<file path="config.mk">
export PLATFORM = sky130hd
export DESIGN_NAME = bus_service_master
export DESIGN_NICKNAME = d
export VERILOG_FILES = /design/src/shared/bus_master_pkg.sv /design/src/rtl/tick_counter.sv /design/src/rtl/precedence_cell.sv /design/src/rtl/bus_service_master.sv
export VERILOG_INCLUDE_DIRS = /design/src /design/src/shared
export SDC_FILE = /design/constraint.sdc
export NUM_CORES = 1
export LEC_CHECK = 0
export ABC_AREA = 1
export BUFFER_PORTS_ARGS = -buffer_cell sky130_fd_sc_hd__buf_4
export CAP_MARGIN = 15
export CORE_ASPECT_RATIO = 1.75
export CORE_MARGIN = 2
export CORE_UTILIZATION = 47
export DETAILED_ROUTE_END_ITERATION = 10
export PLACE_DENSITY = 0.8
export SYNTH_ARGS = -nofsm -noshare
export SYNTH_HDL_FRONTEND = slang
export SYNTH_SLANG_ARGS = --single-unit
</file>
<file path="constraint.sdc">
create_clock -name clk -period 2.25 [get_ports clk]
set_clock_uncertainty 0.1 [all_clocks]
set_input_delay 0.1125 -clock clk [delete_from_list [all_inputs] [get_ports clk]]
set_output_delay 0.1125 -clock clk [all_outputs]
set_load 0.1 [all_outputs]
</file>
<file path="src/shared/bus_master_regs.svh">
/*
 * Constants for the backplane bus service master: level codes, pin
 * widths and the timing counts of the service cycle.
 * Assumes a 40 MHz system clock.
 */
// Notes on behaviour
// RULE_01: A granted processor stays off the request line until it idles.
// RULE_02: Fixed priority settles requests on different request lines.
// RULE_03: The processor request line has the lowest priority of all lines.
// RULE_04: Of equal-level requesters, the one nearest the controller wins.
// RULE_05: A module not requesting on the selected level passes the pulse on.
// RULE_06: On select and pulse, acknowledge first, then drop the request.
// RULE_07: A device select cycle starts only once acknowledge is withdrawn.
// RULE_08: Interrupt select cycles also wait until acknowledge is gone.
// RULE_09: The request line returns high after acknowledge has gone low.
// RULE_10: The matching select is asserted and dropped on acknowledge.
// RULE_11: Processor select and pulse grant the nearest requesting processor.
// RULE_12: Strobe comes only once address, control and write data are stable.
// RULE_13: Strobe removal ends a cycle and lets the waiting master start.
// RULE_14: Done ends a cycle: valid read data, or write data accepted.
// RULE_15: On done the master withdraws address, control and data.
// RULE_16: Quit is raised when done is missing 5 us after cycle start.
// RULE_17: Quit may also come from parity, coupler or protection faults.
// RULE_18: On quit the master ends its cycle; the transfer is invalid.
// RULE_19: The pulse follows the select line after a delay.
// RULE_20: A held acknowledge blocks further select cycles.
// RULE_21: One select cycle at a time, with one pulse per cycle.
// RULE_22: Request, select, acknowledge, strobe, done and quit are active low.
`ifndef BUS_MASTER_REGS_SVH
`define BUS_MASTER_REGS_SVH

`define LEVEL_DEVICE 0
`define LEVEL_INT1 1
`define LEVEL_INT4 4
`define LEVEL_PROC 5
`define LEVEL_COUNT 6
`define ADDR_W 16
`define DATA_W 16

`define CLK_PERIOD_NS 25
`define SETUP_NS 50
`define SETUP_CYC ((`SETUP_NS + `CLK_PERIOD_NS - 1) / `CLK_PERIOD_NS)
`define TICK_W 4

`endif

</file>
<file path="src/shared/bus_master_pkg.sv">
/*
 * Types of the backplane bus service master: state encoding and the
 * structs that carry bus pins and user requests.
 * Assumes the constants header is on the include path.
 */
`include "bus_master_regs.svh"

package bus_master_pkg;

    typedef enum logic [6:0] {
        ST_IDLE = 7'h01,
        ST_REQ = 7'h02,
        ST_ACK = 7'h04,
        ST_WAIT = 7'h08,
        ST_SETUP = 7'h10,
        ST_STROBE = 7'h20,
        ST_END = 7'h40
    } state_e;

    typedef struct packed {
        logic [`LEVEL_COUNT-1:0] select_n;
        logic processorRequest_n;
        logic precedenceIn;
        logic selectAck_n;
        logic cycleStrobe_n;
        logic done_n;
        logic quit_n;
        logic [`DATA_W-1:0] data;
    } busIn_s;

    typedef struct packed {
        logic [`LEVEL_COUNT-1:0] requestOe;
        logic [`LEVEL_COUNT-1:0] request_n;
        logic selectAckOe;
        logic selectAck_n;
        logic strobeOe;
        logic cycleStrobe_n;
        logic precedenceOut;
        logic driveOe;
        logic write_n;
        logic [`ADDR_W-1:0] addr_n;
        logic [`DATA_W-1:0] data_n;
    } busOut_s;

    typedef struct packed {
        logic write;
        logic [`ADDR_W-1:0] addr;
        logic [`DATA_W-1:0] data;
    } cmd_s;

    typedef struct packed {
        logic valid;
        logic abort;
        logic [`DATA_W-1:0] data;
    } rsp_s;

    typedef struct packed {
        state_e state;
        logic lockout;
        cmd_s cmd;
        rsp_s rsp;
    } master_s;

endpackage : bus_master_pkg

</file>
<file path="src/rtl/tick_counter.sv">
/*
 * Down counter that times a fixed number of clock enables.
 * Assumes load and tick come from the same clock domain.
 */
`timescale 1ns/1ps
module tick_counter #(
    parameter int W = 4
) (
    input wire logic clk,
    input wire logic arst_n,
    input wire logic load,
    input wire logic [W-1:0] loadVal,
    input wire logic tick,
    output logic expired
);
    logic [W-1:0] cnt_r;
    logic [W-1:0] cnt_nxt;

    always_comb begin
        cnt_nxt = cnt_r;
        if (load) begin
            cnt_nxt = loadVal;
        end else if (tick && cnt_r != '0) begin
            cnt_nxt = cnt_r - W'(1);
        end
    end

    always_ff @(posedge clk or negedge arst_n) begin
        if (!arst_n) begin
            cnt_r <= '0;
        end else begin
            cnt_r <= cnt_nxt;
        end
    end

    assign expired = (cnt_r == '0) && !load;
endmodule : tick_counter

</file>
<file path="src/rtl/precedence_cell.sv">
/*
 * One link of the precedence chain: passes or traps the pulse.
 * Assumes the pulse is active high and select is active low.
 */
`timescale 1ns/1ps
module precedence_cell (
    input wire logic precIn,
    input wire logic selectMine_n,
    input wire logic pending,
    output logic precOut,
    output logic capture
);
    logic trapping;

    // The pulse is held only while the own level is selected and pending.
    assign trapping = pending && !selectMine_n; // RULE_04
    assign capture = trapping && precIn; // RULE_11
    assign precOut = trapping ? 1'b0 : precIn; // RULE_05
endmodule : precedence_cell

</file>
<file path="src/rtl/bus_service_master.sv">
/*
 * Master module on the shared backplane bus: requests the bus on one
 * level, takes part in the precedence chain, acknowledges selection and
 * runs one strobe-timed service cycle per user command.
 * Assumes a bus controller and slaves outside; pins are open drain and
 * resolved outside; all pin inputs are synchronous to clk.
 */
`timescale 1ns/1ps
`include "bus_master_regs.svh"
module bus_service_master #(
    parameter int LEVEL = `LEVEL_DEVICE,
    parameter int SETUP_CYC = `SETUP_CYC
) (
    input wire logic clk,
    input wire logic arst_n,
    input wire bus_master_pkg::cmd_s cmd,
    input wire logic cmdValid,
    output logic cmdReady,
    output bus_master_pkg::rsp_s rsp,
    input wire bus_master_pkg::busIn_s busIn,
    output bus_master_pkg::busOut_s busOut
);
    localparam logic [`TICK_W-1:0] SETUP_LOAD = `TICK_W'(SETUP_CYC - 1);
    localparam bit IS_PROC = (LEVEL == `LEVEL_PROC);

    bus_master_pkg::master_s st_r;
    bus_master_pkg::master_s st_nxt;
    logic capture;
    logic precOut;
    logic pending;
    logic setupLoad;
    logic setupDone;
    logic reqOe;
    logic ackOe;
    logic strobeOe;
    logic driveOe;

    // The request stays pending while its line is still pulled low, so a
    // pulse that lingers into the acknowledge cycle is trapped as well.
    assign pending = reqOe; // RULE_05

    precedence_cell u_prec (
        .precIn(busIn.precedenceIn),
        .selectMine_n(busIn.select_n[LEVEL]),
        .pending(pending),
        .precOut(precOut),
        .capture(capture)
    );

    assign setupLoad = (st_r.state == bus_master_pkg::ST_WAIT);

    tick_counter #(
        .W(`TICK_W)
    ) u_setup (
        .clk(clk),
        .arst_n(arst_n),
        .load(setupLoad),
        .loadVal(SETUP_LOAD),
        .tick(1'b1),
        .expired(setupDone)
    );

    // A processor stays locked out until the shared line has gone idle.
    assign cmdReady = (st_r.state == bus_master_pkg::ST_IDLE)
        && !(IS_PROC && st_r.lockout); // RULE_01

    always_comb begin
        st_nxt = st_r;
        st_nxt.rsp.valid = 1'b0;
        // The lock clears once no one else drives the processor line.
        if (st_r.state == bus_master_pkg::ST_IDLE
            && busIn.processorRequest_n) begin
            st_nxt.lockout = 1'b0; // RULE_01
        end
        case (st_r.state)
            bus_master_pkg::ST_IDLE: begin
                if (cmdValid && cmdReady) begin
                    st_nxt.cmd = cmd;
                    st_nxt.state = bus_master_pkg::ST_REQ;
                end
            end
            bus_master_pkg::ST_REQ: begin
                if (capture) begin
                    st_nxt.state = bus_master_pkg::ST_ACK; // RULE_06
                    st_nxt.lockout = IS_PROC; // RULE_01
                end
            end
            bus_master_pkg::ST_ACK: begin
                st_nxt.state = bus_master_pkg::ST_WAIT; // RULE_09
            end
            bus_master_pkg::ST_WAIT: begin
                // Acknowledge is held until the bus is free, which keeps
                // the controller from starting another select cycle.
                if (busIn.cycleStrobe_n) begin
                    st_nxt.state = bus_master_pkg::ST_SETUP; // RULE_13
                end
            end
            bus_master_pkg::ST_SETUP: begin
                if (setupDone) begin
                    st_nxt.state = bus_master_pkg::ST_STROBE; // RULE_12
                end
            end
            bus_master_pkg::ST_STROBE: begin
                // Quit wins over done: a faulted transfer always reports valid with abort set.
                if (!busIn.quit_n) begin
                    st_nxt.rsp.valid = 1'b1; // RULE_18
                    st_nxt.rsp.abort = 1'b1; // RULE_17
                    st_nxt.state = bus_master_pkg::ST_END;
                end else if (!busIn.done_n) begin
                    st_nxt.rsp.valid = 1'b1;
                    st_nxt.rsp.abort = 1'b0;
                    if (!st_r.cmd.write) begin
                        st_nxt.rsp.data = ~busIn.data; // RULE_14
                    end
                    st_nxt.state = bus_master_pkg::ST_END; // RULE_15
                end
            end
            bus_master_pkg::ST_END: begin
                // Waiting for done and quit to clear avoids taking a
                // stale answer into the next cycle.
                if (busIn.done_n && busIn.quit_n) begin
                    st_nxt.state = bus_master_pkg::ST_IDLE;
                end
            end
            default: begin
                st_nxt.state = bus_master_pkg::ST_IDLE;
            end
        endcase
    end

    always_ff @(posedge clk or negedge arst_n) begin
        if (!arst_n) begin
            st_r <= '{state: bus_master_pkg::ST_IDLE, lockout: 1'b0,
                cmd: '0, rsp: '0};
        end else begin
            st_r <= st_nxt;
        end
    end

    assign reqOe = (st_r.state == bus_master_pkg::ST_REQ)
        || (st_r.state == bus_master_pkg::ST_ACK); // RULE_06
    assign ackOe = (st_r.state == bus_master_pkg::ST_ACK)
        || (st_r.state == bus_master_pkg::ST_WAIT); // RULE_20
    assign strobeOe = (st_r.state == bus_master_pkg::ST_STROBE);
    assign driveOe = (st_r.state == bus_master_pkg::ST_SETUP)
        || strobeOe; // RULE_15

    always_comb begin
        busOut = '0;
        busOut.requestOe[LEVEL] = reqOe;
        // Open-drain lines only ever pull low when enabled.
        busOut.request_n = '0; // RULE_22
        busOut.selectAckOe = ackOe;
        busOut.selectAck_n = 1'b0;
        busOut.strobeOe = strobeOe;
        busOut.cycleStrobe_n = 1'b0;
        busOut.precedenceOut = precOut;
        busOut.driveOe = driveOe;
        busOut.write_n = ~st_r.cmd.write;
        busOut.addr_n = ~st_r.cmd.addr;
        busOut.data_n = st_r.cmd.write ? ~st_r.cmd.data : '1;
    end

    assign rsp = st_r.rsp;
endmodule : bus_service_master

</file>
Yosys cells after proc, flatten, opt, wreduce, memory -nomap -nowiden
Cells that the tools add are included.
- register bits after elaboration: 63
- input bits: 64
- output and inout port bits: 70
- word-level logic and storage cells: 66
- $add $sub $neg: 1
- equal/unequal tests: 14
- mux-type cells: 19
- bitwise gates (word level): 5
- reduce and logical (&&, ||, !) cells: 18
- operator list (operator ; number):
    one-hot mux 7 bit (7 select lines) ; 1
    two-way mux 16 bit ; 3
    inverter 16 bit ; 3
    two-way mux 7 bit ; 6
    two-way mux 18 bit ; 2
    inequality test 2 bit, second input constant ; 5
    two-way mux 4 bit ; 2
    two-way mux 8 bit ; 1
    == test 7 x 1 -> 1 bit, second input constant ; 1
    == test 7 x 2 -> 1 bit, second input constant ; 1
    == test 7 x 3 -> 1 bit, second input constant ; 1
    == test 7 x 4 -> 1 bit, second input constant ; 1
    == test 7 x 5 -> 1 bit, second input constant ; 1
    == test 7 x 6 -> 1 bit, second input constant ; 1
    == test 7 bit, second input constant ; 1
    logical AND 1 bit ; 6
    AND reduction 6 bit ; 1
    zero test 4 bit ; 1
    AND reduction 2 bit ; 2
    AND reduction 4 bit ; 1
    nonzero test 4 bit ; 1
    subtractor 4 x 1 -> 4 bit, second input constant ; 1
    logical OR 1 bit ; 3
    two-way mux 1 bit ; 3
    6 further kinds ; 8

Depth between registers and ports, before layout
Gate-level depths: netlist of the first run.
- depth in word-level cells: 6
- gate-level depth with buffers: 10
- depth with buffers taken out: 10

Hierarchy
A second synthesis of the first run with hierarchy kept.
- cell total of the unflattened synthesis: 378
- area, all modules: 3161.8 um2
- modules (own cells, without submodules) (module ; times used ; cells an instance ; area each (um2) ; seq. area each (um2)):
    bus_service_master ; 1 ; 329 ; 2855.2 ; 1452.6
    tick_counter ; 1 ; 44 ; 284.0 ; 100.1
    precedence_cell ; 1 ; 5 ; 22.5 ; 0.0

Least setup slack after synthesis of the first run
No wires, ideal clock.
- path type: reg2reg
- from: register st_r[52] (netlist name)
- to: register st_r[20] (netlist name)
- library setup time: 0.125 ns
- arrival: 1.734 ns
- data required time: 2.025 ns
- setup slack: 0.291 ns
- cell stages (with the launch flop): 8
- buffers on the path: 1
- period minus slack after synthesis: 1.959 ns
- cells stage by stage: dfstp_2 -> nand2_1 -> nor2_2 -> nand2_2 -> inv_2 -> nand2_4 -> buf_6 -> mux2_4
- longest elaborated chain between the ends: 3
- RTL lines (what ; line ; text):
    start, declared ; bus_service_master.sv:26 ; bus_master_pkg::master_s st_r;
    start signal, assigned ; bus_service_master.sv:133 ; st_r <= '{state: bus_master_pkg::ST_IDLE, lockout: 1'b0,
    start signal, assigned ; bus_service_master.sv:136 ; st_r <= st_nxt;
    == test 7 x 1 -> 1 bit (*) ; bus_service_master.sv:64 ; assign cmdReady = (st_r.state == bus_master_pkg::ST_IDLE)
    net cmdReady ; bus_service_master.sv:18 ; output logic cmdReady,
    logical AND 1 bit ; bus_service_master.sv:77 ; if (cmdValid && cmdReady) begin
    AND reduction 2 bit (no source line) (*) ; n/a ;
The timed path passes the listed nets; every way through them passes the cells marked *.
A chain may end at the register's enable or synchronous reset.

==> metrics.txt, run 1 <==
CTS tree=built; FF+latch area=1553 sq um; post-synth cell types=34; WL/cell=about 13 um; via count=2565; clock sink count=between 60 and 70; Area contributors post-synth=dfrtp_1 50%, buf_4 8.9%, nand2_1 7.0%; Final nets=~540; Fill cells=between 400 and 500; Detail Placement HPWL=4664 um; post-synth top area share=approximately half; core area=a little over 6000 sq um; PostCTS Resize Cnt=0; P&R area growth vs syn=48.75%; hold crit path type=in2reg; Synth async-reset ratio=100.0%; Compound-Gate Fraction of Synth Area=under 10%; simple-gate area share of the yosys netlist=16.37%; xor/xnor share of the synthesized area=less than 1%; number of port buffers=113; share of cells above drive strength 1=a little over a third; worst slew pin tran=~0.77 ns; post-detailed-route via-to-cell ratio=4.622; footprint of the multi-input gates=1044 sq um; MaxCap Viol Count=0; most common cell in the netlist=dfrtp_1; CTS H-Tree Depth=3; Power per Cell Area=roughly 1600 nW/um^2; commonest cells in the netlist=61 x dfrtp_1, 57 x nand2_1, 37 x inv_1, 36 x buf_4, 34 x nor2_1; largest net degree at the start of global routing=between 60 and 70; Synth Register Bits=62; WS Path Type=reg2out; CTS clk-pin slew, worst paths=around 0.06 ns; I/O pin cnt=approximately 130; Finish-stage setup viols=0; TritonCTS Buffers=9; Mapped Cells=approximately 320; adder-cell share of the synthesized area=less than 1%; Highest Clock Rate=about 520 MHz; status=finished, final reports clean; minimum clock period=between 1.5 and 2 ns; Yosys top cell by area=dfrtp_1; Pwr Total=approximately 7 mW; Post-Syn Area=3042 sq um; Placer Congestion=roughly 0.8; grt ovf=0; largest family of logic cells by synthesized area=simple AND/OR/NAND/NOR gates; final wirelength=between 7000 and 8000 um; critical path launch point type=register; WP data required=between 2 and 2.5 ns; Worst EP arrival=1.70 ns; antenna viol nets, final=0; Die Span X=about 65 um; # DRC=0; Total Routing Usage GR=a little under a quarter; Seq/Total Area, Yosys=about half; site row count=38; Worst slew margin=about half; ant diodes=0; Leak Pwr=about 2.4 nW; unrepaired setup endpoints after global routing=false; clk_lat worst skew=around 0.34 ns; Tcrit/Tclk final=between 80 and 90%; Starting Density=48.83%; final hold violation count=0; EDFF count, synth=0; main flop type after synthesis=dfrtp_1; Peak supply drop=between 1 and 1.5 mV; postcts setup bufs=0; syn avg cell area=9.476 sq um; global-route wire length before repair=between 10000 and 15000 um; Hold-fix buffers, CTS=between 50 and 60; drt initial violations=about 150; Max clock buf depth=2; Max Transition Viols Final=0; Worst setup EP type=output pin; initial antenna violation count=0; die area=7156 sq um; CTS root buf=clkbuf_8; drt first pass iters=4; crit path max fanout=6; vias in the first global route=between 2000 and 3000; Ys Warns=0; Die H=roughly 110 um; mux cell area share after synthesis=~7.7%; Fin Setup TNS=0 ns
==> cells in the final DEF (no fill, tap or decap), types with 2 or more instances in the layout <==
cell type and n:
mux2_2 2, a21oi_1 8, bufinv_16 3, inv_1 37, clkbuf_1 3, nand2_4 2, conb_1 13, clkbuf_8 9
buf_4 115, nand2_1 57, o21ai_0 9, a21oi_2 9, nor2_1 34, mux2_4 14, dlygate4sd3_1 56, o21ai_1 10
inv_2 4, dfrtp_1 61, nand3_1 11
==> sequential cells by signal (all words and copies together) (netlist names) <==
register       flops
rsp               18
u_setup.cnt_r      4
st_r              40
==> power by group <==
| part | leakage, nW | internal [mW] | switching [mW] |
|---|---|---|---|
| Clock | 0.115 | 0.736 | 0.415 |
| Combinational | 1.55 | 1.04 | 3.28 |
| Sequential | 0.763 | 1.47 | 0.168 |
| Total | 2.43 | 3.25 | 3.86 |
==> critical path, stage by stage (launching register included) <==
cell and delay, ns:
dfrtp_1 0.41, inv_2 0.09, nand2_4 0.07, nor2_8 0.11, nand2_1 0.14, and2_1 0.19
inv_1 0.07, buf_4 0.29
==> per-layer routing <==
| metal | routed length (um) | vias to the layer above | track usage [%] |
|---|---|---|---|
| met1 | 2589 | 1184 | 21.25 |
| met3 | 388 | 29 | 5.906 |
| met4 | 360 | 0 | 15.04 |
| li1 | - | 1246 | - |
| met5 | 0 | - | 0 |
| met2 | 4084 | 106 | 40.69 |
==> per-stage QoR <==
step                      instances  hold slack, ns  utilization, %  setup slack (ns)  cell area, sq um
after floorplan                 333         -0.2831               -            0.2913              3087
after detailed placement        483          0.1385           59.94            0.4370              3734
after CTS                       555         0.07479           72.64            0.3119              4524
final                           555          0.1014           72.64            0.3380              4524
after global routing            555          0.1310           72.64            0.1825              4524
after global placement          483          0.1281           59.94            0.4831              3734
==> final cells by class <==
cell class	count	area share, %
clock buffers	12	2.987
clock inverters	4	2.102
inverters	41	3.402
multi-input cells	184	23.06
flip-flops and latches	62	34.32
well taps	80	2.212
repair buffers	172	31.91
==> kinds of logic after synthesis <==
family                     Yosys count
muxes                               16
AOI/OAI and AO/OA                   40
buffers and inverters               87
xor gates and xnor gates             1
other                                1
and+or+nand+nor                    113
adders and majority gates            1
DFF                                 62
==> final timing paths <==
path,start,to,slack [ns],cells after the start
setup / recovery,st_r[57]$_DFFE_PN0P_,busOut[38],0.34,7
hold / removal,busIn[22],st_r[53]$_DFFE_PN0P_,0.10,5
setup reg to reg,st_r[57]$_DFFE_PN0P_,st_r[54]$_DFFE_PN0P_,0.34,8
hold reg to reg,rsp[4]$_DFFE_PN0P_,rsp[4]$_DFFE_PN0P_,0.39,2
max in group asynchronous,arst_n,rsp[16]$_DFFE_PN0P_,1.20,2
min in group asynchronous,arst_n,st_r[20]$_DFFE_PN0P_,0.34,2
(Power assumes the default switching activity.)
==> run 2, diff against run 1 <==
Settings changed: CORE_UTILIZATION 47 to 43, PLACE_DENSITY 0.8 to 0.77.
Clock period 2.25 ns to 1.62 ns, I/O delays scaled along.
==> metrics.txt, run 2 (same netlist as run 1, synthesis figures left out) <==
status=finished with violations; failing checks=setup timing; Hold Path Origin=cmdValid; reg-to-reg startpoint=st_r[52]$_DFFE_PN1P_; drt initial violations=roughly 110; initial antenna violation count=1; Fill cells=about 420; final wirelength=9010 um; CP Buf/Inv Count=1; dpl cells=a little under 500; Slowest cell on crit path=dfstp_2; critical path launch point type=register; core area=6857 sq um; number of port buffers=around 110; Hold EP=st_r[53]$_DFFE_PN0P_; Reg2Reg Depth=8; Final nets=roughly 560; share of cells above drive strength 1=47.08%; largest register by flop count=st_r; MaxCap Viol Count=0; Min Hold Slack=0.08277 ns; P&R area growth vs syn=69.97%; hold crit path type=in2reg; TritonCTS Buffers=9; slowest stage delay, CP=a little under 0.6 ns; Total Routing Usage GR=22.41%; Fin Setup TNS=-1.843 ns; CTS H-Tree Depth=3; logic depth of the worst path, buffers included=5; CP Cell Sequence=nor2_1 > nand3_4 > nand2_4 > a21boi_4 > buf_12; vias in the first global route=2759; die area=around 7800 sq um; Max clock buf depth=2; drt first pass iters=4; WL/cell=15.48 um; WP data required=approximately 1.4 ns; final hold violation count=0; largest net degree at the start of global routing=33; Placed Area=3825 sq um; Final Instance Area=slightly above 5000 sq um; via count=approximately 2800; met3 Resource Use GR=3.327%; final core occ=~75%; site row count=40; Tcrit/Tclk final=106.9%; gr busiest metal=met2; Starting Density=44.36%; Worst R2R Setup Slack=-0.11 ns; Power per Cell Area=2168 nW/um^2; clock sink count=62; max FFs per register=40; met1 Usage GRT=23.05%; antenna viol nets, final=0; I/O pin cnt=134; commonest non-fill, non-tap cells in the layout=125 x buf_4, 59 x dfrtp_1, 55 x dlygate4sd3_1, 47 x nand2_1, 29 x inv_1; post-detailed-route via-to-cell ratio=4.734; unrepaired setup endpoints after global routing=true; dominant delay contributor by cell family on the critical path=flip-flops; CTS clk-pin slew, worst paths=~0.050 ns; Finish-stage setup viols=45; CTS root buf=clkbuf_16; WS Path Type=reg2out; Post-Layout Cell Count=between 500 and 600; grt ovf=0; Worst Slack Setup Final=-0.1125 ns; Leak Pwr=2.661 nW; FF-to-FF End=st_r[48]$_DFFE_PN0P_; footprint of the multi-input gates=1275 sq um; Placer Congestion=between 0.7 and 0.8; CTS tree=built; FF+latch area=1555 sq um; Pwr Total=~11 mW; crit path max fanout=4; # DRC=0; Detail Placement HPWL=roughly 4800 um; Highest Clock Rate=roughly 580 MHz; M2 GR Usage=between 40% and 50%; pre-CTS WS=-0.1262 ns; minimum clock period=1.733 ns; Max Transition Viols Final=0; Worst setup EP type=output pin; Worst EP arrival=1.55 ns; clk_lat worst skew=around 0.32 ns; global-route wire length before repair=12870 um; hold path cells=3; Die Span X=between 60 and 70 um; commonest non-fill, non-tap cell in the layout=buf_4; Die H=115.3 um; Peak supply drop=roughly 2.8 mV
run 2: power by group:
| part | internal, mW | switching (mW) | leakage, nW | total, mW |
|---|---|---|---|---|
| combinational | 1.83 | 4.91 | 1.74 | 6.75 |
| sequential | 2.05 | 0.283 | 0.759 | 2.33 |
| clock | 1.47 | 0.657 | 0.166 | 2.13 |
| total | 5.36 | 5.85 | 2.66 | 11.2 |
run 2: final cells by class:
type,count,share of cell area (%)
sequential,62,30.08
antenna,1,0.04840
inverter,41,3.170
multi-input combinational,186,24.66
timing repair buffer,192,33.52
clock inverter,3,1.258
clock buffer,13,5.227
tap,84,2.033
run 2: how the worst max path moves through the flow:
stage / to / slack, ns / from
floorplan: st_r[20]$_DFFE_PN0P_ / -0.08 / st_r[52]$_DFFE_PN1P_
global placement: st_r[57]$_DFFE_PN0P_ / -0.01 / u_setup.cnt_r[0]$_DFFE_PN0N_
detailed placement: st_r[57]$_DFFE_PN0P_ / -0.13 / u_setup.cnt_r[1]$_DFFE_PN0N_
CTS: busOut[38] / -0.11 / st_r[57]$_DFFE_PN0P_
global route: st_r[48]$_DFFE_PN0P_ / -0.17 / st_r[52]$_DFFE_PN1P_
finish: busOut[34] / -0.11 / st_r[52]$_DFFE_PN1P_
run 2: timing repair:
action | 4_1_cts | 5_1_grt
pin swaps | 7 | 15
gates resized for setup | 41 | 43
hold endpoints to repair | 114 | 0
setup endpoints to repair | 23 | 62
hold buffers | 55 | 0
gates cloned | 3 | 1
setup buffers | 6 | 8
run 2: routing by layer:
| layer | vias up | wire length, um |
|---|---|---|
| met1 | 1331 | 2978 |
| met5 | - | 0 |
| met2 | 102 | 5403 |
| met4 | 0 | 293 |
| li1 | 1299 | - |
| met3 | 23 | 334 |
run 2: tightest hold or removal path: stages:
cell and delay [ns]:
buf_4 0.18, nand2_8 0.11, nand2_1 0.09
==> run 3, diff against run 2 <==
Settings changed: CORE_UTILIZATION 43 to 50, PLACE_DENSITY 0.77 to 0.84, TNS_END_PERCENT from default to 30.
Clock period 1.62 ns to 2.1 ns, I/O delays scaled along.
==> metrics.txt, run 3 (same netlist as run 1, synthesis figures left out) <==
status=finished, final reports clean; Placer Congestion=0.7931; via count=between 2000 and 3000; WS Path Type=reg2reg; WL/cell=about 14 um; unrepaired setup endpoints after global routing=false; core area=about 6000 sq um; max FFs per register=40; Slowest cell on crit path=dlygate4sd3_1; CTS clk-pin slew, worst paths=~0.06 ns; cell mode on critical path=nand3_1; pre-CTS WS=0.2447 ns; commonest non-fill, non-tap cells in the layout=114 x buf_4, 61 x dfrtp_1, 57 x nand2_1, 56 x dlygate4sd3_1, 37 x inv_1; die area=6748 sq um; CTS root buf=clkbuf_8; Min Hold Slack=0.07164 ns; Worst EP arrival=between 2 and 2.5 ns; FF+latch area=between 1500 and 2000 sq um; antenna viol nets, final=0; Fin Setup TNS=0 ns; Fill cells=approximately 370; share of cells above drive strength 1=approximately a third; clock sink count=between 60 and 70; Worst slew margin=about 48%; MaxCap Viol Count=0; global-route wire length before repair=11890 um; Die Span X=roughly 63 um; dominant delay contributor by cell family on the critical path=simple AND/OR/NAND/NOR gates; CTS tree=built; Peak supply drop=roughly 1.6 mV; largest register by flop count=st_r; CP Cell Sequence=inv_2 > nand2_4 > nor2_8 > nand3_1 > nand2_1 > nand3_1 > dlygate4sd3_1 > nor2_1; commonest non-fill, non-tap cell in the layout=buf_4; Pwr Total=approximately 7.5 mW; crit path max fanout=6; hold crit path type=in2reg; Worst Slack Setup Final=0.1455 ns; Power per Cell Area=between 1500 and 2000 nW/um^2; Die H=around 110 um; Final nets=about 530; drt first pass iters=4; TritonCTS Buffers=9; Starting Density=around half; Highest Clock Rate=511.6 MHz; Final Instance Area=around 4500 sq um; slowest stage delay, CP=0.57 ns; CTS H-Tree Depth=3; Finish-stage setup viols=0; Leak Pwr=between 2 and 2.5 nW; I/O pin cnt=between 100 and 150; Total Routing Usage GR=between 20% and 30%; Detail Placement HPWL=4657 um; largest net degree at the start of global routing=63; site row count=37; critical path launch point type=register; Max Transition Viols Final=0; footprint of the multi-input gates=about 1100 sq um; Max clock buf depth=2; Tcrit/Tclk final=between 90 and 100%; CP Buf/Inv Count=2; grt ovf=0; worst slew pin tran=about 0.8 ns; P&R area growth vs syn=48.17%; Worst setup EP type=register; drt initial violations=171; # DRC=0; initial antenna violation count=0; WP data required=2.27 ns; number of port buffers=approximately 110; minimum clock period=1.954 ns; vias in the first global route=about 2700; clk_lat worst skew=between 0.3 and 0.4 ns; ant diodes=0; Placed Area=3724 sq um; final wirelength=~7600 um; post-detailed-route via-to-cell ratio=about 4.7; final hold violation count=0
-- run 3: area by class of cell --
type,instances,share of cell area (%)
Multi-Input combinational cell,184,23.32
Clock inverter,4,1.555
Timing Repair Buffer,171,31.87
Sequential cell,62,34.45
Tap cell,78,2.165
Clock buffer,12,3.220
Inverter,41,3.415
-- run 3: final timing paths --
kind,cells after the start,end,slack (ns),startpoint
setup / recovery,8,st_r[54]$_DFFE_PN0P_,0.15,st_r[57]$_DFFE_PN0P_
hold / removal,5,st_r[53]$_DFFE_PN0P_,0.07,busIn[22]
setup reg to reg,8,st_r[54]$_DFFE_PN0P_,0.15,st_r[57]$_DFFE_PN0P_
hold reg to reg,2,rsp[1]$_DFFE_PN0P_,0.40,rsp[1]$_DFFE_PN0P_
max in group asynchronous,2,st_r[38]$_DFFE_PN0P_,1.10,arst_n
min in group asynchronous,2,st_r[24]$_DFFE_PN0P_,0.27,arst_n
-- run 3: metal layers --
layer / routed length (um) / part of all wire [%] / global-route usage, %
met5: 0 / 0 / 0
met4: 328 / 4.3 / 14.60
met3: 346 / 4.6 / 4.302
met2: 4101 / 54 / 42.55
met1: 2792 / 37 / 23.80
-- run 3: timing repair --
action / in CTS / in global routing
setup buffers: 0 / 0
resized for setup: 0 / 1
hold endpoints to repair: 115 / 0
endpoints found under the setup margin: 0 / 1
hold buffers: 56 / 0
-- run 3: worst register-to-register path, stage by stage (launching register included) --
cell and delay [ns]:
dfrtp_1 0.42, inv_2 0.09, nand2_4 0.07, nor2_8 0.12, nand3_1 0.16, nand2_1 0.17, nand3_1 0.11, dlygate4sd3_1 0.57
nor2_1 0.09
-- run 3: power breakdown --
part	internal, mW	leakage, nW	switching (mW)	total [mW]
Sequential	1.58	0.763	0.179	1.76
Clock	0.697	0.110	0.442	1.14
Combinational	1.12	1.55	3.53	4.65
-- run 3: per-stage QoR --
step	cells	utilization, %
after floorplan	333	-
after global placement	480	63.33
after detailed placement	480	63.33
after CTS	552	76.53
after global routing	552	76.65
final	552	76.65
